File: config.mk
export PLATFORM = sky130hd
export DESIGN_NAME = rtcsf_top
export DESIGN_NICKNAME = d
export VERILOG_FILES = /design/src/include/rtcsf_pkg.sv /design/src/rtl/rtcsf_sync.sv /design/src/rtl/rtcsf_bcd_step.sv /design/src/rtl/rtcsf_top.sv
export VERILOG_INCLUDE_DIRS = /design/src /design/src/include
export SDC_FILE = /design/constraint.sdc
export NUM_CORES = 1
export LEC_CHECK = 0
export ABC_AREA = 1
export ABC_CLOCK_PERIOD_IN_PS = 3700
export BUFFER_PORTS_ARGS = -buffer_cell sky130_fd_sc_hd__buf_2
export CAP_MARGIN = 20
export CORE_MARGIN = 2
export CORE_UTILIZATION = 50
export CTS_BUF_LIST = sky130_fd_sc_hd__clkbuf_2 sky130_fd_sc_hd__clkbuf_4 sky130_fd_sc_hd__clkbuf_8
export CTS_CLUSTER_DIAMETER = 150
export DETAILED_ROUTE_END_ITERATION = 8
export PLACE_DENSITY = 0.76
export SETUP_SLACK_MARGIN = 0.4
export SLEW_MARGIN = 10
export SYNTH_ARGS = -nofsm -noshare
export SYNTH_HDL_FRONTEND = slang
export SYNTH_SLANG_ARGS = --single-unit
File: constraint.sdc
create_clock -name sys_clk -period 3.7 [get_ports sys_clk]
set_input_delay 0.74 -clock sys_clk [delete_from_list [all_inputs] [get_ports sys_clk]]
set_output_delay 0.74 -clock sys_clk [all_outputs]
set_load 0.005 [all_outputs]
File: src/include/rtcsf_consts.svh
// Constants of the real-time clock time, date and supply-flag block
`ifndef RTCSF_CONSTS_SVH
`define RTCSF_CONSTS_SVH

`define RTCSF_SYS_CLK_HZ 20000000
`define RTCSF_TICK_PERIOD_MS 1000
`define RTCSF_TICK_CYCLES (`RTCSF_TICK_PERIOD_MS * (`RTCSF_SYS_CLK_HZ / 1000))
// Arbitrary slave address
`define RTCSF_DEV_ADDR 7'h2A

`define RTCSF_ADDR_CTRL_A 8'h00
`define RTCSF_ADDR_CTRL_B 8'h01
`define RTCSF_ADDR_CTRL_C 8'h02
`define RTCSF_ADDR_SECONDS 8'h03
`define RTCSF_ADDR_MINUTES 8'h04
`define RTCSF_ADDR_HOURS 8'h05
`define RTCSF_ADDR_DAYS 8'h06
`define RTCSF_ADDR_WEEKDAYS 8'h07

`define RTCSF_BIT_OSC_STOP 7
`define RTCSF_BIT_MERIDIEM 5
`define RTCSF_BIT_HOUR_12 3
`define RTCSF_BIT_SWITCH_IE 1
`define RTCSF_BIT_CELL_LOW_IE 0
`define RTCSF_PM_MSB 7
`define RTCSF_PM_LSB 5
`define RTCSF_BIT_SUPPLY_SW 3
`define RTCSF_BIT_CELL_LOW 2

`define RTCSF_RST_PM 3'h7
`define RTCSF_RST_SECONDS 7'h00
`define RTCSF_RST_MINUTES 7'h00
`define RTCSF_RST_HOURS 6'h00
`define RTCSF_RST_DAYS 6'h01
`define RTCSF_RST_WEEKDAYS 3'h0

`define RTCSF_SEC_LAST 8'h59
`define RTCSF_H24_LAST 8'h23
`define RTCSF_H12_LAST 8'h12
`define RTCSF_H12_PM_EDGE 5'h11
`define RTCSF_WDAY_LAST 3'h6

`endif

File: src/include/rtcsf_pkg.sv
// Types shared by the real-time clock block
package rtcsf_pkg;
	typedef enum logic [2:0] {
		RTCSF_ST_IDLE = 3'b000,
		RTCSF_ST_ADDR = 3'b001,
		RTCSF_ST_PTR = 3'b010,
		RTCSF_ST_WDATA = 3'b011,
		RTCSF_ST_ACK = 3'b100,
		RTCSF_ST_RDATA = 3'b101,
		RTCSF_ST_MACK = 3'b110
	} rtcsf_i2c_state_type;

	typedef enum logic [1:0] {
		RTCSF_SW_OFF = 2'b00,
		RTCSF_SW_STANDARD = 2'b01,
		RTCSF_SW_DIRECT = 2'b10
	} rtcsf_switch_mode_type;
endpackage

File: src/rtl/rtcsf_sync.sv
// Three-stage input synchroniser with agreement filter
`timescale 1ns/1ps
module rtcsf_sync #(
	parameter int WIDTH = 1,
	parameter logic [WIDTH-1:0] INIT = '0
) (
	input wire logic sys_clk,
	input wire logic arst_n,
	input wire logic [WIDTH-1:0] async_in,
	output logic [WIDTH-1:0] level_out
);
	logic [WIDTH-1:0] s1_reg;
	logic [WIDTH-1:0] s2_reg;
	logic [WIDTH-1:0] s3_reg;
	logic [WIDTH-1:0] level_reg;
	logic [WIDTH-1:0] level_next;

	initial begin
		if (WIDTH < 1) $error("rtcsf_sync: WIDTH must be at least 1");
	end

	// A bit changes only once stages two and three agree
	assign level_next = (s2_reg & s3_reg) | (level_reg & (s2_reg | s3_reg));
	assign level_out = level_reg;

	always_ff @(posedge sys_clk or negedge arst_n) begin
		if (!arst_n) begin
			s1_reg <= INIT;
			s2_reg <= INIT;
			s3_reg <= INIT;
			level_reg <= INIT;
		end else begin
			s1_reg <= async_in;
			s2_reg <= s1_reg;
			s3_reg <= s2_reg;
			level_reg <= level_next;
		end
	end
endmodule

File: src/rtl/rtcsf_bcd_step.sv
// Two-digit BCD increment with wrap from a last value to a first value
`timescale 1ns/1ps
module rtcsf_bcd_step (
	input wire logic [7:0] cur,
	input wire logic [7:0] last,
	input wire logic [7:0] first,
	output logic [7:0] nxt,
	output logic wrap
);
	logic unit_nine;
	logic [7:0] inc_val;

	assign unit_nine = (cur[3:0] == 4'h9);
	assign inc_val = unit_nine ? {4'(cur[7:4] + 4'h1), 4'h0} : {cur[7:4], 4'(cur[3:0] + 4'h1)};
	assign wrap = (cur == last);
	assign nxt = wrap ? first : inc_val;
endmodule

File: src/rtl/rtcsf_top.sv
// Time and date counters, supply flags and serial register access
`timescale 1ns/1ps
`include "rtcsf_consts.svh"
module rtcsf_top
	import rtcsf_pkg::*;
#(
	parameter int TICK_CYCLES = `RTCSF_TICK_CYCLES,
	parameter logic [6:0] DEV_ADDR = `RTCSF_DEV_ADDR
) (
	input wire logic sys_clk,
	input wire logic arst_n,
	input wire logic scl_in,
	input wire logic sda_in,
	output logic sda_out,
	output logic sda_oe,
	input wire logic osc_stopped,
	input wire logic vdd_below_bat,
	input wire logic vdd_below_thr,
	input wire logic bat_below_low,
	input wire logic bat_replaced,
	input wire logic [7:0] month_bcd,
	input wire logic [7:0] year_bcd,
	output logic on_backup,
	output logic month_carry,
	output logic primary_irq_out_n
);
	localparam int DIV_W = $clog2(TICK_CYCLES + 1);

	initial begin
		if (TICK_CYCLES < 2) $error("rtcsf_top: TICK_CYCLES must be at least 2");
	end

	// Pin and analog inputs, three stages each
	logic scl_s;
	logic sda_s;
	logic osc_stop_s;
	logic below_bat_s;
	logic below_thr_s;
	logic low_cell_s;
	logic replaced_s;

	rtcsf_sync #(.WIDTH(2), .INIT(2'b11)) u_sync_bus (
		.sys_clk(sys_clk),
		.arst_n(arst_n),
		.async_in({scl_in, sda_in}),
		.level_out({scl_s, sda_s})
	);

	rtcsf_sync #(.WIDTH(5), .INIT(5'h10)) u_sync_ana (
		.sys_clk(sys_clk),
		.arst_n(arst_n),
		.async_in({osc_stopped, vdd_below_bat, vdd_below_thr, bat_below_low, bat_replaced}),
		.level_out({osc_stop_s, below_bat_s, below_thr_s, low_cell_s, replaced_s})
	);

	// Registers
	logic osc_stop_flag_reg;
	logic [6:0] sec_reg;
	logic [6:0] min_reg;
	logic [5:0] hour_reg;
	logic [5:0] day_reg;
	logic [2:0] wday_reg;
	logic hour_12_reg;
	logic switch_irq_enable_reg;
	logic cell_low_irq_enable_reg;
	logic [2:0] power_mgmt_select_reg;
	logic supply_switched_flag_reg;
	logic cell_low_flag_reg;
	logic on_backup_reg;
	logic month_carry_reg;
	logic irq_n_reg;
	logic [DIV_W-1:0] div_reg;
	logic tick_pend_reg;

	// Serial slave state
	rtcsf_i2c_state_type st_reg;
	rtcsf_i2c_state_type after_ack_reg;
	logic scl_d_reg;
	logic sda_d_reg;
	logic [7:0] shift_reg;
	logic [3:0] cnt_reg;
	logic [7:0] ptr_reg;
	logic sda_oe_reg;
	logic nack_reg;

	logic scl_rise;
	logic scl_fall;
	logic start_cond;
	logic stop_cond;
	logic byte_done;
	logic wr_stb;
	logic rd_load;
	logic [7:0] rdata;
	logic busy;

	assign scl_rise = scl_s && !scl_d_reg;
	assign scl_fall = !scl_s && scl_d_reg;
	// Interface is deaf while running from backup
	assign start_cond = scl_s && scl_d_reg && sda_d_reg && !sda_s && !on_backup_reg;
	assign stop_cond = scl_s && scl_d_reg && !sda_d_reg && sda_s;
	assign byte_done = scl_fall && (cnt_reg == 4'h8);
	assign wr_stb = byte_done && (st_reg == RTCSF_ST_WDATA);
	assign rd_load = scl_fall && (((st_reg == RTCSF_ST_ACK) && (after_ack_reg == RTCSF_ST_RDATA))
		|| ((st_reg == RTCSF_ST_MACK) && !nack_reg));
	assign busy = (st_reg != RTCSF_ST_IDLE);

	// Read multiplexer
	assign rdata = (ptr_reg == `RTCSF_ADDR_CTRL_A) ? {4'h0, hour_12_reg, 3'h0} :
		(ptr_reg == `RTCSF_ADDR_CTRL_B) ? {6'h00, switch_irq_enable_reg, cell_low_irq_enable_reg} :
		(ptr_reg == `RTCSF_ADDR_CTRL_C) ? {power_mgmt_select_reg, 1'b0,
			supply_switched_flag_reg, cell_low_flag_reg, 2'h0} :
		(ptr_reg == `RTCSF_ADDR_SECONDS) ? {osc_stop_flag_reg, sec_reg} :
		(ptr_reg == `RTCSF_ADDR_MINUTES) ? {1'b0, min_reg} :
		(ptr_reg == `RTCSF_ADDR_HOURS) ? {2'h0, hour_reg} :
		(ptr_reg == `RTCSF_ADDR_DAYS) ? {2'h0, day_reg} :
		(ptr_reg == `RTCSF_ADDR_WEEKDAYS) ? {5'h00, wday_reg} : 8'h00;

	// Serial slave: shift on SCL rise, act on SCL fall
	always_ff @(posedge sys_clk or negedge arst_n) begin
		if (!arst_n) begin
			st_reg <= RTCSF_ST_IDLE;
			after_ack_reg <= RTCSF_ST_IDLE;
			scl_d_reg <= 1'b1;
			sda_d_reg <= 1'b1;
			shift_reg <= 8'h00;
			cnt_reg <= 4'h0;
			ptr_reg <= 8'h00;
			sda_oe_reg <= 1'b0;
			nack_reg <= 1'b0;
		end else begin
			scl_d_reg <= scl_s;
			sda_d_reg <= sda_s;
			if (stop_cond || (on_backup_reg && busy)) begin
				st_reg <= RTCSF_ST_IDLE;
				sda_oe_reg <= 1'b0;
			end else if (start_cond) begin
				st_reg <= RTCSF_ST_ADDR;
				cnt_reg <= 4'h0;
				sda_oe_reg <= 1'b0;
			end else if (scl_rise) begin
				if (st_reg == RTCSF_ST_MACK) begin
					nack_reg <= sda_s;
				end else if (st_reg != RTCSF_ST_RDATA && st_reg != RTCSF_ST_ACK) begin
					shift_reg <= {shift_reg[6:0], sda_s};
					cnt_reg <= 4'(cnt_reg + 4'h1);
				end
			end else if (rd_load) begin
				shift_reg <= rdata;
				ptr_reg <= 8'(ptr_reg + 8'h01);
				sda_oe_reg <= !rdata[7];
				cnt_reg <= 4'h1;
				st_reg <= RTCSF_ST_RDATA;
			end else if (scl_fall) begin
				case (st_reg)
					RTCSF_ST_ADDR: begin
						if (cnt_reg == 4'h8) begin
							if (shift_reg[7:1] == DEV_ADDR) begin
								sda_oe_reg <= 1'b1;
								st_reg <= RTCSF_ST_ACK;
								after_ack_reg <= shift_reg[0] ? RTCSF_ST_RDATA : RTCSF_ST_PTR;
							end else begin
								st_reg <= RTCSF_ST_IDLE;
							end
						end
					end
					RTCSF_ST_PTR, RTCSF_ST_WDATA: begin
						if (cnt_reg == 4'h8) begin
							if (st_reg == RTCSF_ST_PTR) begin
								ptr_reg <= shift_reg;
							end else begin
								ptr_reg <= 8'(ptr_reg + 8'h01);
							end
							sda_oe_reg <= 1'b1;
							st_reg <= RTCSF_ST_ACK;
							after_ack_reg <= RTCSF_ST_WDATA;
						end
					end
					RTCSF_ST_ACK: begin
						sda_oe_reg <= 1'b0;
						cnt_reg <= 4'h0;
						st_reg <= after_ack_reg;
					end
					RTCSF_ST_RDATA: begin
						if (cnt_reg == 4'h8) begin
							sda_oe_reg <= 1'b0;
							st_reg <= RTCSF_ST_MACK;
						end else begin
							sda_oe_reg <= !shift_reg[6];
							shift_reg <= {shift_reg[6:0], 1'b0};
							cnt_reg <= 4'(cnt_reg + 4'h1);
						end
					end
					RTCSF_ST_MACK: begin
						st_reg <= RTCSF_ST_IDLE;
					end
					default: begin
						st_reg <= RTCSF_ST_IDLE;
					end
				endcase
			end
		end
	end

	// One-second tick, held off while the oscillator is stopped
	logic tick;
	logic do_step;
	assign tick = (div_reg == DIV_W'(TICK_CYCLES - 1)) && !osc_stop_s;
	// Counting is blocked during access; one tick is kept pending
	assign do_step = (tick || tick_pend_reg) && !busy;

	// Calendar stepping
	logic [7:0] sec_nxt;
	logic [7:0] min_nxt;
	logic [7:0] h24_nxt;
	logic [7:0] h12_nxt;
	logic [7:0] day_nxt;
	logic [7:0] day_last;
	logic sec_wrap;
	logic min_wrap;
	logic h24_wrap;
	logic day_wrap;
	logic leap_year;
	logic hour_carry;
	logic pm_edge;

	rtcsf_bcd_step u_sec (
		.cur({1'b0, sec_reg}),
		.last(`RTCSF_SEC_LAST),
		.first(8'h00),
		.nxt(sec_nxt),
		.wrap(sec_wrap)
	);

	rtcsf_bcd_step u_min (
		.cur({1'b0, min_reg}),
		.last(`RTCSF_SEC_LAST),
		.first(8'h00),
		.nxt(min_nxt),
		.wrap(min_wrap)
	);

	rtcsf_bcd_step u_h24 (
		.cur({2'h0, hour_reg}),
		.last(`RTCSF_H24_LAST),
		.first(8'h00),
		.nxt(h24_nxt),
		.wrap(h24_wrap)
	);

	rtcsf_bcd_step u_h12 (
		.cur({3'h0, hour_reg[4:0]}),
		.last(`RTCSF_H12_LAST),
		.first(8'h01),
		.nxt(h12_nxt),
		.wrap()
	);

	rtcsf_bcd_step u_day (
		.cur({2'h0, day_reg}),
		.last(day_last),
		.first(8'h01),
		.nxt(day_nxt),
		.wrap(day_wrap)
	);

	// Year in BCD divisible by four, year 00 included
	assign leap_year = year_bcd[4] ? (year_bcd[3:0] == 4'h2 || year_bcd[3:0] == 4'h6)
		: (year_bcd[3:0] == 4'h0 || year_bcd[3:0] == 4'h4 || year_bcd[3:0] == 4'h8);
	assign day_last = (month_bcd == 8'h02) ? (leap_year ? 8'h29 : 8'h28) :
		(month_bcd == 8'h04 || month_bcd == 8'h06 || month_bcd == 8'h09
		|| month_bcd == 8'h11) ? 8'h30 : 8'h31;
	assign pm_edge = (hour_reg[4:0] == `RTCSF_H12_PM_EDGE);
	assign hour_carry = hour_12_reg ? (pm_edge && hour_reg[`RTCSF_BIT_MERIDIEM]) : h24_wrap;

	always_ff @(posedge sys_clk or negedge arst_n) begin
		if (!arst_n) begin
			div_reg <= '0;
			tick_pend_reg <= 1'b0;
		end else begin
			div_reg <= (div_reg == DIV_W'(TICK_CYCLES - 1)) ? '0 : DIV_W'(div_reg + 1'b1);
			tick_pend_reg <= busy && (tick || tick_pend_reg);
		end
	end

	logic wr_ctrl_c;
	logic wr_sec;
	assign wr_ctrl_c = wr_stb && (ptr_reg == `RTCSF_ADDR_CTRL_C);
	assign wr_sec = wr_stb && (ptr_reg == `RTCSF_ADDR_SECONDS);

	always_ff @(posedge sys_clk or negedge arst_n) begin
		if (!arst_n) begin
			sec_reg <= `RTCSF_RST_SECONDS;
			min_reg <= `RTCSF_RST_MINUTES;
			hour_reg <= `RTCSF_RST_HOURS;
			day_reg <= `RTCSF_RST_DAYS;
			wday_reg <= `RTCSF_RST_WEEKDAYS;
			month_carry_reg <= 1'b0;
		end else begin
			month_carry_reg <= 1'b0;
			if (wr_stb) begin
				if (wr_sec) sec_reg <= shift_reg[6:0];
				if (ptr_reg == `RTCSF_ADDR_MINUTES) min_reg <= shift_reg[6:0];
				if (ptr_reg == `RTCSF_ADDR_HOURS) hour_reg <= shift_reg[5:0];
				if (ptr_reg == `RTCSF_ADDR_DAYS) day_reg <= shift_reg[5:0];
				if (ptr_reg == `RTCSF_ADDR_WEEKDAYS) wday_reg <= shift_reg[2:0];
			end else if (do_step) begin
				sec_reg <= sec_nxt[6:0];
				if (sec_wrap) begin
					min_reg <= min_nxt[6:0];
					if (min_wrap) begin
						if (hour_12_reg) begin
							hour_reg <= {hour_reg[5] ^ pm_edge, h12_nxt[4:0]};
						end else begin
							hour_reg <= h24_nxt[5:0];
						end
						if (hour_carry) begin
							day_reg <= day_nxt[5:0];
							wday_reg <= (wday_reg == `RTCSF_WDAY_LAST) ? 3'h0 : 3'(wday_reg + 3'h1);
							month_carry_reg <= day_wrap;
						end
					end
				end
			end
		end
	end

	// Supply mode decode
	rtcsf_switch_mode_type sw_mode;
	logic low_detect_en;
	logic backup_next;
	assign sw_mode = (power_mgmt_select_reg[1:0] == 2'b00) ? RTCSF_SW_STANDARD :
		(power_mgmt_select_reg[1:0] == 2'b01) ? RTCSF_SW_DIRECT : RTCSF_SW_OFF;
	assign low_detect_en = !power_mgmt_select_reg[2];
	assign backup_next = (sw_mode == RTCSF_SW_STANDARD) ? (below_bat_s && below_thr_s) :
		(sw_mode == RTCSF_SW_DIRECT) ? below_bat_s : 1'b0;

	always_ff @(posedge sys_clk or negedge arst_n) begin
		if (!arst_n) begin
			osc_stop_flag_reg <= 1'b1;
			hour_12_reg <= 1'b0;
			switch_irq_enable_reg <= 1'b0;
			cell_low_irq_enable_reg <= 1'b0;
			power_mgmt_select_reg <= `RTCSF_RST_PM;
			supply_switched_flag_reg <= 1'b0;
			cell_low_flag_reg <= 1'b0;
			on_backup_reg <= 1'b0;
			irq_n_reg <= 1'b1;
		end else begin
			// Set wins over clear; clear refused while stopped
			if (osc_stop_s) begin
				osc_stop_flag_reg <= 1'b1;
			end else if (wr_sec && !shift_reg[`RTCSF_BIT_OSC_STOP]) begin
				osc_stop_flag_reg <= 1'b0;
			end
			if (wr_stb && ptr_reg == `RTCSF_ADDR_CTRL_A) begin
				hour_12_reg <= shift_reg[`RTCSF_BIT_HOUR_12];
			end
			if (wr_stb && ptr_reg == `RTCSF_ADDR_CTRL_B) begin
				switch_irq_enable_reg <= shift_reg[`RTCSF_BIT_SWITCH_IE];
				cell_low_irq_enable_reg <= shift_reg[`RTCSF_BIT_CELL_LOW_IE];
			end
			if (wr_ctrl_c && shift_reg[`RTCSF_PM_MSB:`RTCSF_PM_LSB] != 3'b110) begin
				power_mgmt_select_reg <= shift_reg[`RTCSF_PM_MSB:`RTCSF_PM_LSB];
			end
			on_backup_reg <= backup_next;
			if (sw_mode == RTCSF_SW_OFF) begin
				supply_switched_flag_reg <= 1'b0;
			end else if (backup_next && !on_backup_reg) begin
				supply_switched_flag_reg <= 1'b1;
			end else if (wr_ctrl_c && !shift_reg[`RTCSF_BIT_SUPPLY_SW] && !on_backup_reg) begin
				supply_switched_flag_reg <= 1'b0;
			end
			// Host writes never reach this flag
			if (low_detect_en && low_cell_s) begin
				cell_low_flag_reg <= 1'b1;
			end else if (replaced_s) begin
				cell_low_flag_reg <= 1'b0;
			end
			irq_n_reg <= !((cell_low_irq_enable_reg && cell_low_flag_reg)
				|| (switch_irq_enable_reg && supply_switched_flag_reg));
		end
	end

	logic sda_out_reg;
	always_ff @(posedge sys_clk or negedge arst_n) begin
		if (!arst_n) begin
			sda_out_reg <= 1'b0;
		end else begin
			sda_out_reg <= 1'b0;
		end
	end

	assign sda_out = sda_out_reg;
	assign sda_oe = sda_oe_reg;
	assign on_backup = on_backup_reg;
	assign month_carry = month_carry_reg;
	assign primary_irq_out_n = irq_n_reg;
endmodule

==> impl_metrics.xml <==
<?xml version="1.0" encoding="UTF-8"?>
<metrics>
  <group name="global_route">
    <metric name="vias_in_the_first_global_route" unit="">6048</metric>
    <metric name="overflow" unit="">0</metric>
    <metric name="grt_antenna_before_repair" unit="">0</metric>
    <metric name="grt_usage" unit="">0.221</metric>
    <metric name="grt_pass1_wl" unit="um">28700</metric>
    <metric name="grt_max_degree" unit="">56</metric>
  </group>
  <group name="pwr">
    <metric name="total_power" unit="mW">3.57</metric>
    <metric name="cellPowerDensity" unit="nW/um^2">434</metric>
    <metric name="ir_drop_worst_case_vdd" unit="mV">0.409</metric>
    <metric name="leakage" unit="nW">4.08</metric>
  </group>
  <group name="routing">
    <metric name="postRouteWirelength" unit="um">16600</metric>
    <metric name="drt_drc_violations_left" unit="">0</metric>
    <metric name="wl_per_cell" unit="um">13.7</metric>
    <metric name="vias" unit="">6447</metric>
    <metric name="post_drt_via_cell_ratio" unit="">5.31</metric>
    <metric name="drt.antenna.violating_nets" unit="">0</metric>
    <metric name="firstDrtPassIters" unit="">6</metric>
    <metric name="initialDrtViolationCount" unit="">429</metric>
  </group>
  <group name="critical_path">
    <metric name="critical_path.max_stage_delay" unit="ns">0.43</metric>
    <metric name="slowest_stage" unit="">sky130_fd_sc_hd__dfrtp_1</metric>
    <metric name="timing.critical_path.arrival" unit="ns">2.79</metric>
    <metric name="maximum_fanout_encountered_on_the_critical_timing_path" unit="">18</metric>
    <metric name="r2r_cell_count" unit="">14</metric>
    <metric name="worst_setup_path_end_kind" unit="">register</metric>
    <metric name="critical_path_buf_inv_count" unit="">2</metric>
    <metric name="r2r-start" unit="">cnt_reg[0]</metric>
    <metric name="timing.reg2reg.setup_slack" unit="ns">1.26</metric>
    <metric name="path_delay_family" unit="">simple AND/OR/NAND/NOR gates</metric>
    <metric name="cp.required" unit="ns">4.05</metric>
    <metric name="criticalPathCategory" unit="">register to register</metric>
    <metric name="crit_top_cell" unit="">sky130_fd_sc_hd__nand2_1</metric>
    <metric name="worst_setup_path_start_kind" unit="">register</metric>
    <metric name="worstReg2RegEnd" unit="">day_reg[5]</metric>
    <metric name="path_cells" unit="">inv_1 -&gt; ha_1 -&gt; nand2_1 -&gt; nor2_2 -&gt; nand4_4 -&gt; buf_4 -&gt; nand2_4 -&gt; nand2_1 -&gt; nor2_1 -&gt; nand2_1 -&gt; nor2_2 -&gt; nand2_1 -&gt; nand2_1 -&gt; nand2_1</metric>
  </group>
  <group name="floorplanning">
    <metric name="initial_core_util" unit="">0.513</metric>
    <metric name="cell_rows" unit="">44</metric>
    <metric name="die_h" unit="um">126</metric>
    <metric name="floorplan.die_area" unit="um^2">16000</metric>
    <metric name="die_width" unit="um">126</metric>
    <metric name="coreArea" unit="um^2">14600</metric>
    <metric name="boundaryPins" unit="">30</metric>
  </group>
  <group name="clocking">
    <metric name="cts_root_buffer" unit="">sky130_fd_sc_hd__clkbuf_8</metric>
    <metric name="clkLatencyLatePin" unit="ns">0.45</metric>
    <metric name="cts_tree" unit="">yes</metric>
    <metric name="cts_setup_buffers" unit="">0</metric>
    <metric name="clk_pin_slew_worst_paths" unit="ns">0.08</metric>
    <metric name="clock_tree.buffer_depth" unit="">2</metric>
    <metric name="tritoncts.num_buffers" unit="">17</metric>
    <metric name="cts-resized-gates" unit="">0</metric>
    <metric name="clk_sink_count" unit="">125</metric>
    <metric name="h_tree_depth_reported_by_cts" unit="">4</metric>
    <metric name="hold_buffers" unit="">0</metric>
  </group>
  <group name="yosys">
    <metric name="synth-seq-cells" unit="">125</metric>
    <metric name="netlist-cell-type-count" unit="">55</metric>
    <metric name="ys_dominant_reg_cell" unit="">sky130_fd_sc_hd__dfrtp_1</metric>
    <metric name="synth_edf_count" unit="">0</metric>
    <metric name="synthTopCellsByArea" unit="">sky130_fd_sc_hd__dfrtp_1, sky130_fd_sc_hd__nand2_1, sky130_fd_sc_hd__dfstp_2</metric>
    <metric name="async_s_r_ff_share_synth" unit="">1.00</metric>
    <metric name="netlist.area_leader.share" unit="">0.351</metric>
    <metric name="number_of_nets_produced_by_synthesis" unit="">1026</metric>
    <metric name="post-synth-top-area-cell" unit="">sky130_fd_sc_hd__dfrtp_1</metric>
    <metric name="netlist_top_cells_count" unit="">sky130_fd_sc_hd__nand2_1, sky130_fd_sc_hd__inv_1, sky130_fd_sc_hd__dfrtp_1, sky130_fd_sc_hd__nor2_1, sky130_fd_sc_hd__nand3_1</metric>
    <metric name="synth_instances" unit="">978</metric>
    <metric name="syn_area" unit="um^2">7490</metric>
    <metric name="yosysSeqAreaShare" unit="">0.421</metric>
    <metric name="syn-mean-instance-area" unit="um^2">7.66</metric>
    <metric name="yosysWarnings" unit="">0</metric>
    <metric name="post-synth-top-count-cell" unit="">sky130_fd_sc_hd__nand2_1</metric>
  </group>
  <group name="placed_design">
    <metric name="place_ws" unit="ns">1.28</metric>
    <metric name="hpwlAfterDp" unit="um">12400</metric>
    <metric name="dpl_cell_area" unit="um^2">7800</metric>
    <metric name="numPortBuffers" unit="">25</metric>
    <metric name="gp_routability_congestion" unit="">0.951</metric>
  </group>
  <group name="final_layout">
    <metric name="fin_area" unit="um^2">8220</metric>
    <metric name="final_layout_size_suffix_gt1_frac" unit="">0.147</metric>
    <metric name="fillerInstances" unit="">1344</metric>
    <metric name="antenna_cells" unit="">0</metric>
    <metric name="finalCoreUtilization" unit="">0.564</metric>
    <metric name="area_growth" unit="%">9.83</metric>
    <metric name="nNetsFinal" unit="">1064</metric>
    <metric name="largest_register_ff_count" unit="">25</metric>
  </group>
  <group name="sta">
    <metric name="tightest_slew" unit="ns">0.723</metric>
    <metric name="clock_skew" unit="ns">0.0135</metric>
    <metric name="fmax" unit="MHz">410</metric>
    <metric name="rsz0062_at_grt" unit="">no</metric>
    <metric name="final_min_period_over_clock_period" unit="">0.659</metric>
    <metric name="setup_violations" unit="">0</metric>
    <metric name="finalWorstPathRequiredPeriod" unit="ns">2.44</metric>
    <metric name="tns" unit="ns">0</metric>
    <metric name="timing_max_transition_violations_final" unit="">0</metric>
    <metric name="final_setup_slack_of_the_worst_path" unit="ns">1.26</metric>
    <metric name="final_report_hold_violation_count" unit="">0</metric>
    <metric name="timing.slew.headroom" unit="">0.518</metric>
  </group>
  <group name="outcome">
    <metric name="outcome" unit="">finished, final reports clean</metric>
  </group>
  <group name="run">
    <metric name="maxCapViolCount" unit="">0</metric>
  </group>
  <group name="hold_path">
    <metric name="hold_class" unit="">primary input to async pin</metric>
  </group>
</metrics>
## metrics by stage
stage / std cells / hold WS, ns
after floorplan: 978 / 0.331
after global placement: 1181 / 0.332
after detailed placement: 1181 / 0.336
after CTS: 1213 / 0.352
after global routing: 1213 / 0.347
final: 1213 / 0.313
## where the power goes
part | switching, mW | leakage (nW) | internal [mW]
registers | 0.115 | 1.58 | 1.48
logic | 0.489 | 2.30 | 0.214
clock network | 0.590 | 0.208 | 0.685
## worst max-delay path by stage
stage | start | end | slack (ns) | cells after the start
finish | cnt_reg[0] | day_reg[5] | 1.26 | 14
global route | cnt_reg[0] | day_reg[5] | 0.98 | 14
CTS | cnt_reg[0] | day_reg[4] | 1.26 | 14
floorplan | month_bcd[0] | day_reg[4] | 1.87 | 12
detailed placement | cnt_reg[0] | day_reg[4] | 1.28 | 14
global placement | cnt_reg[0] | day_reg[4] | 1.30 | 14
## area by class of cell
class	instances	area, um^2	area share
clock inverters	14	180	0.0219
inverters	146	548	0.0666
well taps	184	230	0.0280
repair buffers	30	165	0.0201
clock buffers	18	241	0.0294
multi-input cells	696	3700	0.451
flip-flops and latches	125	3150	0.383
## logic make-up after synthesis
logic type | after synthesis | synth area share
AND/OR/NAND/NOR | 491 | 0.304
buffers and inverters | 157 | 0.0841
AO/OA/AOI/OAI | 155 | 0.120
flip-flops | 125 | 0.421
other | 1 | 0.000501
XOR/XNOR | 19 | 0.0222
adder cells (fa/ha/maj) | 30 | 0.0478
## layer usage
layer  vias to the layer above  GRT usage  routed length (um)
li1                       3238          -                   -
met1                      3000      0.308                7750
met2                       186      0.350                7740
met3                        23     0.0489                 857
met4                         0     0.0646                 228
met5                         -          0                   0
## layout by cell type (no fill, tap or decap), types with 7 or more instances in the layout
master / Yosys / layout
sky130_fd_sc_hd__nand2_1: 233 / 233
sky130_fd_sc_hd__inv_1: 130 / 130
sky130_fd_sc_hd__nor2_1: 105 / 105
sky130_fd_sc_hd__dfrtp_1: 105 / 105
sky130_fd_sc_hd__nand3_1: 70 / 70
sky130_fd_sc_hd__o21ai_0: 65 / 65
sky130_fd_sc_hd__a21oi_1: 36 / 36
sky130_fd_sc_hd__buf_2: 5 / 24
sky130_fd_sc_hd__ha_1: 23 / 23
sky130_fd_sc_hd__dfstp_2: 20 / 20
sky130_fd_sc_hd__nor3_1: 19 / 19
sky130_fd_sc_hd__clkbuf_8: 0 / 17
sky130_fd_sc_hd__inv_2: 16 / 16
sky130_fd_sc_hd__o21ai_1: 16 / 16
sky130_fd_sc_hd__nor2_2: 10 / 10
sky130_fd_sc_hd__xor2_1: 10 / 10
sky130_fd_sc_hd__nand2_2: 10 / 10
sky130_fd_sc_hd__nand4_1: 10 / 10
sky130_fd_sc_hd__xnor2_1: 9 / 9
sky130_fd_sc_hd__maj3_1: 7 / 7
Power figures use the tool's default switching activity.
